**config.mk**
```make
export PLATFORM = sky130hd
export DESIGN_NAME = rx_tuning_bank
export DESIGN_NICKNAME = d
export VERILOG_FILES = /design/src/rx_tuning_pkg.sv /design/src/bcr_gain_gearshift.sv /design/src/rx_tuning_bank.sv
export VERILOG_INCLUDE_DIRS = /design/src /design/src/src
export SDC_FILE = /design/constraint.sdc
export NUM_CORES = 1
export LEC_CHECK = 0
export ABC_CLOCK_PERIOD_IN_PS = 2100
export BUFFER_PORTS_ARGS = -buffer_cell sky130_fd_sc_hd__buf_2
export CAP_MARGIN = 15
export CORE_MARGIN = 10
export CORE_UTILIZATION = 25
export CTS_BUF_LIST = sky130_fd_sc_hd__clkbuf_16
export DETAILED_ROUTE_END_ITERATION = 6
export HOLD_SLACK_MARGIN = 0.03
export RECOVER_POWER = 50
export SYNTH_ARGS = -nofsm -noshare
export SYNTH_HDL_FRONTEND = slang
export SYNTH_HIERARCHICAL = 1
export SYNTH_SLANG_ARGS = --single-unit
```
**constraint.sdc**
```tcl
create_clock -name CLOCK -period 2.1 [get_ports CLOCK]
set_input_delay 0.42 -clock CLOCK [delete_from_list [all_inputs] [get_ports CLOCK]]
set_output_delay 0.42 -clock CLOCK [all_outputs]
set_load 0.02 [all_outputs]
```
**src/rx_tuning_regs.svh**
```systemverilog
`ifndef RX_TUNING_REGS_SVH
`define RX_TUNING_REGS_SVH

// register indices; byte address is four times the index
`define IDX_OFFSET_MID      6'h22
`define IDX_OFFSET_LOW      6'h23
`define IDX_GAIN_HIGH       6'h24
`define IDX_GAIN_LOW        6'h25
`define IDX_STRENGTH        6'h26
`define IDX_THRESHOLD       6'h27
`define IDX_ANT_ONE         6'h28
`define IDX_ANT_TWO         6'h29
`define IDX_LIMITER         6'h2a
`define IDX_CORR_HIGH       6'h2b
`define IDX_ONOFF_CTRL      6'h2c
`define IDX_ONOFF_LOW       6'h2d
`define IDX_PEAK_HOLDER     6'h2e
`define IDX_EVENT_STATUS    6'h3e
`define IDX_EVENT_MASK      6'h3f

// reset values
`define RST_OFFSET_MID      8'h47
`define RST_OFFSET_LOW      8'hae
`define RST_GAIN_HIGH       3'h2
`define RST_GAIN_LOW        8'h00
`define RST_BYTE_ZERO       8'h00
`define RST_THRESHOLD       8'h1e
`define RST_LIMITER         8'h2a
`define RST_ONOFF_CTRL      6'h2c
`define RST_ONOFF_LOW       8'h00
`define RST_PEAK_HOLDER     7'h2e
`define RST_CORR            10'h000
`define RST_EVENTS          3'h0

// field positions
`define MANCH_BIT           1
`define CTRL_FREEZE_BIT     5
`define CTRL_PEAK_BIT       4
`define CTRL_AVG_BIT        3

// event status bits
`define EV_CLEAR_CHANNEL    0
`define EV_CORR_UPDATED     1
`define EV_PREAMBLE         2
`define EV_COUNT            3

`endif

```
**src/rx_tuning_pkg.sv**
```systemverilog
package rx_tuning_pkg;

    // measurements and strobes from the demodulator
    typedef struct packed {
        logic [7:0] rssi;
        logic       rssi_strobe;
        logic       ant_one_strobe;
        logic       ant_two_strobe;
        logic       sync_found;
        logic [9:0] corr;
        logic       preamble_det;
    } demod_in_type;

    // settings driven into the demodulator
    typedef struct packed {
        logic [19:0] ncoff;
        logic [10:0] crgain;
        logic [10:0] loop_gain;
        logic [7:0]  threshold;
        logic [7:0]  limiter;
        logic [10:0] onoff_count;
        logic        manchester;
        logic        agc_freeze;
        logic        peak_det_en;
        logic        avg_en;
        logic [2:0]  attack;
        logic [3:0]  decay;
    } tuning_cfg_type;

endpackage : rx_tuning_pkg

```
**src/bcr_gain_gearshift.sv**
```systemverilog
`timescale 1ns/1ps
`include "rx_tuning_regs.svh"

module bcr_gain_gearshift
(
    // clock and reset
    input  wire logic        clock,
    input  wire logic        rst_b,
    // programmed gain and gearshift
    input  wire logic [10:0] crgain,
    input  wire logic [2:0]  crfast,
    input  wire logic [2:0]  crslow,
    input  wire logic        preamble_det,
    // effective loop gain
    output logic      [10:0] loop_gain
);

    logic [10:0] loop_gain_ff;
    logic [10:0] nxt_loop_gain;

    // fast divisor until preamble, slow divisor after
    always_comb
    begin
        if (preamble_det)
            nxt_loop_gain = crgain >> crslow;
        else
            nxt_loop_gain = crgain >> crfast;
    end

    // registered gain
    always_ff @(posedge clock or negedge rst_b)
    begin
        if (!rst_b)
            loop_gain_ff <= 11'h000;
        else
            loop_gain_ff <= nxt_loop_gain;
    end

    assign loop_gain = loop_gain_ff;
endmodule : bcr_gain_gearshift

```
**src/rx_tuning_bank.sv**
```systemverilog
// Added by the designer: the Avalon-MM interface to the registers.
`timescale 1ns/1ps
`include "rx_tuning_regs.svh"

module rx_tuning_bank
(
    // clock and reset
    input  wire logic                        CLOCK,
    input  wire logic                        RST_B,
    // avalon-mm slave
    input  wire logic [7:0]                  AVS_ADDRESS,
    input  wire logic                        AVS_READ,
    input  wire logic                        AVS_WRITE,
    input  wire logic [31:0]                 AVS_WRITEDATA,
    input  wire logic [3:0]                  AVS_BYTEENABLE,
    output logic      [31:0]                 AVS_READDATA,
    output logic                             AVS_WAITREQUEST,
    // neighbouring register fields
    input  wire logic [3:0]                  OFFSET_TOP,
    input  wire logic [2:0]                  GEAR_FAST,
    input  wire logic [2:0]                  GEAR_SLOW,
    input  wire logic [7:0]                  MANCH_REG,
    // demodulator side
    input  wire rx_tuning_pkg::demod_in_type DEMOD,
    output rx_tuning_pkg::tuning_cfg_type    CFG,
    output logic                             CLEAR_CHANNEL,
    // interrupt
    output logic                             IRQ
);

    logic [7:0]  offset_mid_ff;
    logic [7:0]  offset_low_ff;
    logic [2:0]  gain_high_ff;
    logic [7:0]  gain_low_ff;
    logic [7:0]  strength_ff;
    logic [7:0]  threshold_ff;
    logic [7:0]  ant_one_ff;
    logic [7:0]  ant_two_ff;
    logic [7:0]  limiter_ff;
    logic [9:0]  corr_ff;
    logic [5:0]  onoff_ctrl_ff;
    logic [7:0]  onoff_low_ff;
    logic [6:0]  peak_holder_ff;
    logic [2:0]  status_ff;
    logic [2:0]  mask_ff;
    logic        ack_ff;
    logic [7:0]  rdata_ff;
    logic        above_ff;
    logic        preamble_ff;
    logic [7:0]  nxt_rdata;
    logic [2:0]  event_set;
    logic [2:0]  event_clr;
    logic        wr_go;
    logic        rd_go;
    logic        wr_byte;
    logic [5:0]  idx;
    logic [7:0]  wbyte;
    logic [10:0] loop_gain;

    // word index decode, shared by reads and writes
    function automatic logic index_hit(input logic [5:0] a,
                                       input logic [5:0] b);
        index_hit = (a == b);
    endfunction : index_hit

    // one wait state: request seen, then answered
    assign idx             = AVS_ADDRESS[7:2];
    assign wbyte           = AVS_WRITEDATA[7:0];
    assign AVS_WAITREQUEST = (AVS_READ | AVS_WRITE) & ~ack_ff;
    assign wr_go           = AVS_WRITE & ack_ff;
    assign rd_go           = AVS_READ & ack_ff;
    assign wr_byte         = wr_go & AVS_BYTEENABLE[0];
    assign AVS_READDATA    = {24'h000000, rdata_ff};

    // handshake state
    always_ff @(posedge CLOCK or negedge RST_B)
    begin
        if (!RST_B)
            ack_ff <= 1'b0;
        else
            ack_ff <= (AVS_READ | AVS_WRITE) & ~ack_ff;
    end

    // read multiplexer; unmapped indices read zero
    always_comb
    begin
        nxt_rdata = 8'h00;
        if (index_hit(idx, `IDX_OFFSET_MID))
            nxt_rdata = offset_mid_ff;
        if (index_hit(idx, `IDX_OFFSET_LOW))
            nxt_rdata = offset_low_ff;
        if (index_hit(idx, `IDX_GAIN_HIGH))
            nxt_rdata = {5'h00, gain_high_ff};
        if (index_hit(idx, `IDX_GAIN_LOW))
            nxt_rdata = gain_low_ff;
        if (index_hit(idx, `IDX_STRENGTH))
            nxt_rdata = strength_ff;
        if (index_hit(idx, `IDX_THRESHOLD))
            nxt_rdata = threshold_ff;
        if (index_hit(idx, `IDX_ANT_ONE))
            nxt_rdata = ant_one_ff;
        if (index_hit(idx, `IDX_ANT_TWO))
            nxt_rdata = ant_two_ff;
        if (index_hit(idx, `IDX_LIMITER))
            nxt_rdata = limiter_ff;
        if (index_hit(idx, `IDX_CORR_HIGH))
            nxt_rdata = corr_ff[9:2];
        if (index_hit(idx, `IDX_ONOFF_CTRL))
            nxt_rdata = {corr_ff[1:0], onoff_ctrl_ff};
        if (index_hit(idx, `IDX_ONOFF_LOW))
            nxt_rdata = onoff_low_ff;
        if (index_hit(idx, `IDX_PEAK_HOLDER))
            nxt_rdata = {1'b0, peak_holder_ff};
        if (index_hit(idx, `IDX_EVENT_STATUS))
            nxt_rdata = {5'h00, status_ff};
        if (index_hit(idx, `IDX_EVENT_MASK))
            nxt_rdata = {5'h00, mask_ff};
    end

    // read data captured when the request is first seen
    always_ff @(posedge CLOCK or negedge RST_B)
    begin
        if (!RST_B)
            rdata_ff <= `RST_BYTE_ZERO;
        else if (AVS_READ & ~ack_ff)
            rdata_ff <= nxt_rdata;
    end

    // clock recovery offset bytes
    always_ff @(posedge CLOCK or negedge RST_B)
    begin
        if (!RST_B)
        begin
            offset_mid_ff <= `RST_OFFSET_MID;
            offset_low_ff <= `RST_OFFSET_LOW;
        end
        else if (wr_byte)
        begin
            if (index_hit(idx, `IDX_OFFSET_MID))
                offset_mid_ff <= wbyte;
            if (index_hit(idx, `IDX_OFFSET_LOW))
                offset_low_ff <= wbyte;
        end
    end

    // timing loop gain; reserved bits 7:3 not stored
    always_ff @(posedge CLOCK or negedge RST_B)
    begin
        if (!RST_B)
        begin
            gain_high_ff <= `RST_GAIN_HIGH;
            gain_low_ff  <= `RST_GAIN_LOW;
        end
        else if (wr_byte)
        begin
            if (index_hit(idx, `IDX_GAIN_HIGH))
                gain_high_ff <= wbyte[2:0];
            if (index_hit(idx, `IDX_GAIN_LOW))
                gain_low_ff <= wbyte;
        end
    end

    // threshold and limiter
    always_ff @(posedge CLOCK or negedge RST_B)
    begin
        if (!RST_B)
        begin
            threshold_ff <= `RST_THRESHOLD;
            limiter_ff   <= `RST_LIMITER;
        end
        else if (wr_byte)
        begin
            if (index_hit(idx, `IDX_THRESHOLD))
                threshold_ff <= wbyte;
            if (index_hit(idx, `IDX_LIMITER))
                limiter_ff <= wbyte;
        end
    end

    // on-off counter, control bits and peak holder
    always_ff @(posedge CLOCK or negedge RST_B)
    begin
        if (!RST_B)
        begin
            onoff_ctrl_ff  <= `RST_ONOFF_CTRL;
            onoff_low_ff   <= `RST_ONOFF_LOW;
            peak_holder_ff <= `RST_PEAK_HOLDER;
        end
        else if (wr_byte)
        begin
            if (index_hit(idx, `IDX_ONOFF_CTRL))
                onoff_ctrl_ff <= wbyte[5:0];
            if (index_hit(idx, `IDX_ONOFF_LOW))
                onoff_low_ff <= wbyte;
            if (index_hit(idx, `IDX_PEAK_HOLDER))
                peak_holder_ff <= wbyte[6:0];
        end
    end

    // measured strength, only the demodulator writes it
    always_ff @(posedge CLOCK or negedge RST_B)
    begin
        if (!RST_B)
            strength_ff <= `RST_BYTE_ZERO;
        else if (DEMOD.rssi_strobe)
            strength_ff <= DEMOD.rssi;
    end

    // per-antenna captures
    always_ff @(posedge CLOCK or negedge RST_B)
    begin
        if (!RST_B)
        begin
            ant_one_ff <= `RST_BYTE_ZERO;
            ant_two_ff <= `RST_BYTE_ZERO;
        end
        else
        begin
            if (DEMOD.ant_one_strobe)
                ant_one_ff <= DEMOD.rssi;
            if (DEMOD.ant_two_strobe)
                ant_two_ff <= DEMOD.rssi;
        end
    end

    // correction result, taken at every sync
    always_ff @(posedge CLOCK or negedge RST_B)
    begin
        if (!RST_B)
            corr_ff <= `RST_CORR;
        else if (DEMOD.sync_found)
            corr_ff <= DEMOD.corr;
    end

    // clear-channel level and preamble edge tracking
    always_ff @(posedge CLOCK or negedge RST_B)
    begin
        if (!RST_B)
        begin
            above_ff    <= 1'b0;
            preamble_ff <= 1'b0;
        end
        else
        begin
            if (DEMOD.rssi_strobe)
                above_ff <= (DEMOD.rssi > threshold_ff);
            preamble_ff <= DEMOD.preamble_det;
        end
    end

    // event sources
    assign event_set[`EV_CLEAR_CHANNEL] = DEMOD.rssi_strobe
                                        & (DEMOD.rssi > threshold_ff);
    assign event_set[`EV_CORR_UPDATED]  = DEMOD.sync_found;
    assign event_set[`EV_PREAMBLE]      = DEMOD.preamble_det & ~preamble_ff;

    // read of status clears only the bits it reported
    assign event_clr = (rd_go & index_hit(idx, `IDX_EVENT_STATUS))
                     ? rdata_ff[2:0] : 3'h0;

    // sticky status, set wins over clear
    genvar gi;
    generate
        for (gi = 0; gi < `EV_COUNT; gi = gi + 1)
        begin : g_status
            always_ff @(posedge CLOCK or negedge RST_B)
            begin
                if (!RST_B)
                    status_ff[gi] <= 1'b0;
                else
                    status_ff[gi] <= event_set[gi]
                                   | (status_ff[gi] & ~event_clr[gi]);
            end
        end
    endgenerate

    // interrupt mask
    always_ff @(posedge CLOCK or negedge RST_B)
    begin
        if (!RST_B)
            mask_ff <= `RST_EVENTS;
        else if (wr_byte & index_hit(idx, `IDX_EVENT_MASK))
            mask_ff <= wbyte[2:0];
    end

    assign IRQ           = |(status_ff & mask_ff);
    assign CLEAR_CHANNEL = above_ff;

    // gain after gearshift
    bcr_gain_gearshift u_gear
    (
        .clock        (CLOCK),
        .rst_b        (RST_B),
        .crgain       ({gain_high_ff, gain_low_ff}),
        .crfast       (GEAR_FAST),
        .crslow       (GEAR_SLOW),
        .preamble_det (DEMOD.preamble_det),
        .loop_gain    (loop_gain)
    );

    // settings to the demodulator
    always_comb
    begin
        CFG             = '0;
        CFG.ncoff       = {OFFSET_TOP, offset_mid_ff, offset_low_ff};
        CFG.crgain      = {gain_high_ff, gain_low_ff};
        CFG.loop_gain   = loop_gain;
        CFG.threshold   = threshold_ff;
        CFG.limiter     = limiter_ff;
        CFG.onoff_count = {onoff_ctrl_ff[2:0], onoff_low_ff};
        CFG.manchester  = MANCH_REG[`MANCH_BIT];
        CFG.agc_freeze  = onoff_ctrl_ff[`CTRL_FREEZE_BIT];
        CFG.peak_det_en = onoff_ctrl_ff[`CTRL_PEAK_BIT];
        CFG.avg_en      = onoff_ctrl_ff[`CTRL_AVG_BIT];
        CFG.attack      = peak_holder_ff[6:4];
        CFG.decay       = peak_holder_ff[3:0];
    end
endmodule : rx_tuning_bank

```
# Yosys cells after proc, flatten, opt, wreduce, memory -nomap -nowiden
# Index checks and enable logic that the tools add are counted.
[totals] ff_bits=126 out_inout_bits=115
[op_classes] mux=17 shifts=2 reduce_logical=10 order_cmp=1 n_eq_ne=15 bitwise_logic=22
[ops] cell="2-to-1 mux 8 bit" count=15
[ops] cell="equality test 6 bit, second input constant" count=15
[ops] cell="right shift 11 x 3 -> 11 bit" count=2
[ops] cell="AND reduction 2 bit" count=9
[ops] cell="AND 1 bit" count=12
[ops] cell="2-to-1 mux 11 bit" count=1
[ops] cell="greater-than comparator 8 bit" count=1
[ops] cell="inverter 1 bit" count=5
[ops] cell="OR 1 bit" count=4
[ops] cell="AND 3 bit" count=1
[ops] cell="2-to-1 mux 3 bit" count=1
[ops] cell="OR reduction 3 bit" count=1

# Longest topological paths before layout
[logic_depth] depth_word=16 mapped_depth=8 mapped_depth_nobuf=7

# By module
# Netlist, hierarchy kept.
[by_module_without_submodules] module="rx_tuning_bank" seq_area_each_um2=2907.8 cells_per_inst=517 area_each_um2=6084.6 n_inst=1
[by_module_without_submodules] module="bcr_gain_gearshift" seq_area_each_um2=275.3 cells_per_inst=57 area_each_um2=666.9 n_inst=1

# Worst setup path after synthesis
# Ideal clock, no wire load.
[synth_path] path_type="in2reg" startpoint="input AVS_ADDRESS[2]" endpoint="register peak_holder_ff[4]" stages=6 setup_ps=125 t_required_ps=1975 arrival_time_ps=1682 path_slack_ps=293 path_cell_list="buf_2 -> buf_4 -> nor2b_1 -> nand2_2 -> nor2_2 -> mux2_2"
[synth_between] elab_chain_cells=2
[synth_rtl] element="start, declared" line_no="rx_tuning_bank.sv:11" rtl="input wire logic [7:0] AVS_ADDRESS,"
[synth_rtl] element="equality test 6 bit" line_no="rx_tuning_bank.sv:63" rtl="index_hit = (a == b);"
[synth_rtl] element="AND reduction 2 bit (no source line)"
[synth_rtl] element="end signal, assigned" line_no="rx_tuning_bank.sv:187" rtl="peak_holder_ff <= `RST_PEAK_HOLDER;"
[synth_rtl] element="end signal, assigned" line_no="rx_tuning_bank.sv:196" rtl="peak_holder_ff <= wbyte[6:0];"
[synth_rtl] element="end, declared" line_no="rx_tuning_bank.sv:43" rtl="logic [6:0] peak_holder_ff;"
# No other way between the ends.
# A chain may end at the register's enable or synchronous reset.

# Worst setup path in the final report
[layout_path] startpoint="register mask_ff[2]" endpoint="output IRQ"
[layout_between] elab_chain_cells=2
[layout_rtl] element="start, declared" line_no="rx_tuning_bank.sv:45" rtl="logic [2:0] mask_ff;"
[layout_rtl] element="start signal, assigned" line_no="rx_tuning_bank.sv:281" rtl="mask_ff <= `RST_EVENTS;"
[layout_rtl] element="start signal, assigned" line_no="rx_tuning_bank.sv:283" rtl="mask_ff <= wbyte[2:0];"
[layout_rtl] element="AND 3 bit" line_no="rx_tuning_bank.sv:286" rtl="assign IRQ = |(status_ff & mask_ff);"
[layout_rtl] element="OR reduction 3 bit" line_no="rx_tuning_bank.sv:286"
[layout_rtl] element="end, declared" line_no="rx_tuning_bank.sv:28" rtl="output logic IRQ"
# No other way between the ends.

==> results.rst <==
.. list-table::
   :header-rows: 1

   * - Metric
     - Value
   * - Buffers inserted by post-CTS timing repair
     - 0
   * - Share of final-layout standard cells stronger than drive strength 1
     - 0.493
   * - Cell family with the largest share of critical-path delay
     - flip-flops
   * - Num rows
     - 60
   * - Vias after detailed routing
     - 5413
   * - Clock tree from TritonCTS
     - built
   * - Setup Skew
     - 0.00801 ns
   * - Most frequently used cell type in the post-synthesis netlist
     - mux2_2
   * - ANT nets after route
     - 0
   * - Synth area leader
     - dfrtp_1
   * - Maximum number of pins on one net before global-route repair
     - 54
   * - Total Routed Length
     - 23700 µm
   * - Cell at the slowest stage of the critical path
     - dfrtp_1
   * - Level count of the clock H-tree
     - 4
   * - Result of the run
     - finished, final reports clean
   * - DRT Pass-1 Iters
     - 5
   * - Final layout net count
     - 844
   * - Die area
     - 0.0340 mm²
   * - Post-synth EDFFs
     - 0
   * - Number of buffers added by the clock tree synthesis step
     - 17
   * - DR DRC count
     - 0
   * - Area of the core
     - 0.0267 mm²
   * - Reg-to-reg critical path startpoint
     - threshold_ff[1]$_DFFE_PN1P_
   * - Die width
     - 184 µm
   * - Seq/Total Area, Yosys
     - 0.471
   * - Number of standard cells after synthesis
     - 574
   * - Most common library cells after synthesis
     - 112 x mux2_2, 102 x dfrtp_1, 34 x buf_4
   * - Clk Tree Root Cell
     - clkbuf_16
   * - Initial antenna violation count
     - 0
   * - Portion of total power attributed to sequential cells
     - 0.411
   * - Psw
     - 2.02 mW
   * - Total power draw
     - 6.72 mW
   * - Effective utilization at floorplan
     - 0.253
   * - Last element of the critical path
     - IRQ
   * - IR Drop Worst-Case VDD
     - 0.395 mV
   * - Overall track demand over capacity in global routing
     - 0.138
   * - Placer's final routability congestion estimate
     - 0.930
   * - Worst Setup Slack, final
     - 0.209 ns
   * - Async S/R FF share, synth
     - 1.00
   * - IO Count
     - 204
   * - Combined area of all synthesized cells
     - 0.00675 mm²
   * - Main area contributors after synthesis
     - dfrtp_1 38%, mux2_2 19%, dfstp_2 9.3%
   * - Stage delay of the slowest cell on the critical path
     - 0.41 ns
   * - Type of the setup path with the least slack
     - flop to output port
   * - Cell Chain, Critical Path
     - a222oi_1, inv_1, buf_2
   * - Lkg Pwr
     - 4.06 nW
   * - Power density relative to cell area
     - 785 mW/mm²
   * - Buffer depth of the longest clock path
     - 2
   * - Number of vias per cell after detailed routing
     - 4.92
   * - Count of different cell masters after synthesis
     - 71
   * - Slew at the pin with the worst max-slew slack
     - 0.875 ns
   * - Leading register cell type out of synthesis
     - dfrtp_1
   * - Number of I/O port buffers
     - 133
   * - Final worst path period need
     - 1.89 ns
   * - Clock transition at path regs
     - 0.06 ns
   * - DRC marker count from the first detailed-route iteration
     - 448
   * - Vias in the first global route
     - 5543
   * - Kind of path behind the tightest hold check
     - input port to flop
   * - Reg2reg setup slack
     - 0.21 ns
   * - Part of the power in the clock network
     - 0.434
   * - Data required time at the worst endpoint
     - 1.68 ns
   * - TritonCTS Sinks
     - 126
   * - ANT cells
     - 0
   * - Top-area cell type share of the netlist area
     - 0.378
   * - Maximum clock rate
     - 0.529 GHz
   * - Placement-stage worst setup slack
     - -0.101 ns
   * - Number of pins exceeding their max-slew limit in the final report
     - 0
   * - Count of buffering cells on the critical path with inverters included
     - 2
   * - Worst relative slew slack
     - 0.417
   * - RSZ-0062 raised after global routing
     - false
   * - DP HPWL
     - 18500 µm
   * - Setup violation total in the final timing report
     - 0
   * - Total stage count of the critical path
     - 3
   * - Congestion Overflow GR
     - 0
   * - Layout Area Growth over Synthesis
     - 26.8%
   * - Comb pwr share
     - 0.154
   * - Endpoint kind of the worst setup timing path
     - output port
   * - Final worst-path cycle share
     - 0.900
   * - Largest fanout on the critical path
     - 3
   * - Synth Register Bits
     - 126
   * - Yosys warning count
     - 6
   * - End of the worst register-to-register path
     - status_ff[0]$_DFF_PN0_
   * - Die outline height
     - 184 µm
   * - Number of max-cap violations
     - 0
   * - Startpoint kind of the worst setup timing path
     - flop
   * - Proportion of total power due to net switching
     - 0.301
   * - Clock Latency Late Sink
     - 0.43 ns
   * - Synthesized area per cell
     - 11.8 µm²
   * - Critical path arrival
     - 1.47 ns
   * - Mean routed wirelength per cell
     - 21.5 µm
   * - Launching element of the worst setup path
     - mask_ff[2]$_DFFE_PN0P_
   * - Global-route wire length before repair
     - 34900 µm
   * - Internal power
     - 4.70 mW
   * - Worst reg-to-reg path cell count
     - 7
   * - Final hold violation count
     - 0
per-layer routing:
layer / track usage / routed length, µm / vias up
met5: 0 / 0 / -
met4: 0.0324 / 349 / 0
met3: 0.0463 / 1930 / 28
met2: 0.214 / 10800 / 215
met1: 0.180 / 10600 / 2722
li1: - / - / 2448
kinds of logic after synthesis:
kind of cell,after synthesis,share of synthesized area
other,1,0.000555
muxes,138,0.228
buffers and inverters,70,0.0623
AOI/OAI and AO/OA,112,0.111
adders and majority gates,8,0.0148
DFF,126,0.471
and+or+nand+nor,119,0.112
placed cells by master (no fill, tap or decap), drive strengths merged, types with 7 or more instances in the layout:
| cell type | netlist | layout |
|---|---|---|
| buf | 52 | 180 |
| mux2 | 112 | 112 |
| dfrtp | 102 | 102 |
| o21ai | 29 | 29 |
| nand2 | 26 | 26 |
| mux2i | 25 | 25 |
| clkbuf | 6 | 25 |
| conb | 1 | 24 |
| dfstp | 24 | 24 |
| inv | 12 | 21 |
| a21oi | 20 | 20 |
| nor2 | 20 | 20 |
| nand3 | 17 | 17 |
| nor3 | 13 | 13 |
| nor2b | 8 | 8 |
| ha | 8 | 8 |
| nand4 | 7 | 7 |
| nand2b | 7 | 7 |
worst min-delay path by stage:
stage	endpoint	slack, ns	depth (start not counted)	startpoint
6_report	corr_ff[7]$_DFFE_PN0P_	0.23	2	DEMOD[8]
5_1_grt	corr_ff[3]$_DFFE_PN0P_	0.22	2	DEMOD[4]
4_1_cts	preamble_ff$_DFF_PN0_	0.19	1	DEMOD[0]
3_5_place_dp	u_gear/loop_gain[0]$_DFF_PN0_	0.30	1	RST_B
3_3_place_gp	u_gear/loop_gain[0]$_DFF_PN0_	0.30	1	RST_B
2_1_floorplan	CLEAR_CHANNEL$_DFFE_PN0P_	0.12	0	RST_B
per-stage QoR:
stage | setup TNS [ns] | instances | hold WS (ns) | instance area (µm²) | util
2_1_floorplan | 0 | 597 | 0.124 | 6840 | -
3_3_place_gp | -0.470 | 1068 | 0.302 | 8010 | 0.300
3_5_place_dp | -0.611 | 1068 | 0.301 | 8010 | 0.300
4_1_cts | 0 | 1101 | 0.186 | 8600 | 0.322
5_1_grt | 0 | 1101 | 0.217 | 8560 | 0.320
6_report | 0 | 1101 | 0.227 | 8560 | 0.320
worst register-to-register path, delay by kind of cell (launching register included):
kind                       cells  cell delay [ns]
DFF                            1             0.56
AOI/OAI and AO/OA              3             0.52
and+or+nand+nor                2             0.31
adders and majority gates      1             0.29
buffers and inverters          1             0.06
sequential cells by signal (all words and copies together), names as in the netlist:
name	flops
onoff_ctrl_ff	6
ant_two_ff	8
rdata_ff	8
status_ff	3
preamble_ff	1
mask_ff	3
corr_ff	10
gain_high_ff	3
ant_one_ff	8
offset_low_ff	8
offset_mid_ff	8
onoff_low_ff	8
u_gear/loop_gain	11
threshold_ff	8
peak_holder_ff	7
CLEAR_CHANNEL	1
ack_ff	1
gain_low_ff	8
strength_ff	8
limiter_ff	8
final cells by class:
class	instances	area (µm²)
inverter	12	45.0
sequential	126	3180
clock inverter	15	153
multi-input combinational	401	3230
tap	341	427
timing repair buffer	189	1100
fill	2773	18200
clock buffer	17	425
power groups by stage:
stage          Clock, mW  Sequential (mW)  Combinational, mW
2_1_floorplan          0             2.86              0.548
3_3_place_gp           0             2.80               1.04
3_5_place_dp           0             2.80               1.05
4_1_cts             2.97             2.76               1.06
5_1_grt             3.10             2.78               1.13
6_report            2.92             2.76               1.04
what timing repair did:
item                                    in CTS  in global routing
resized for setup                            0                  1
hold endpoints to repair                    12                  0
endpoints found under the setup margin       0                  1
hold buffers                                 1                  0
(Power assumes the default switching activity.)
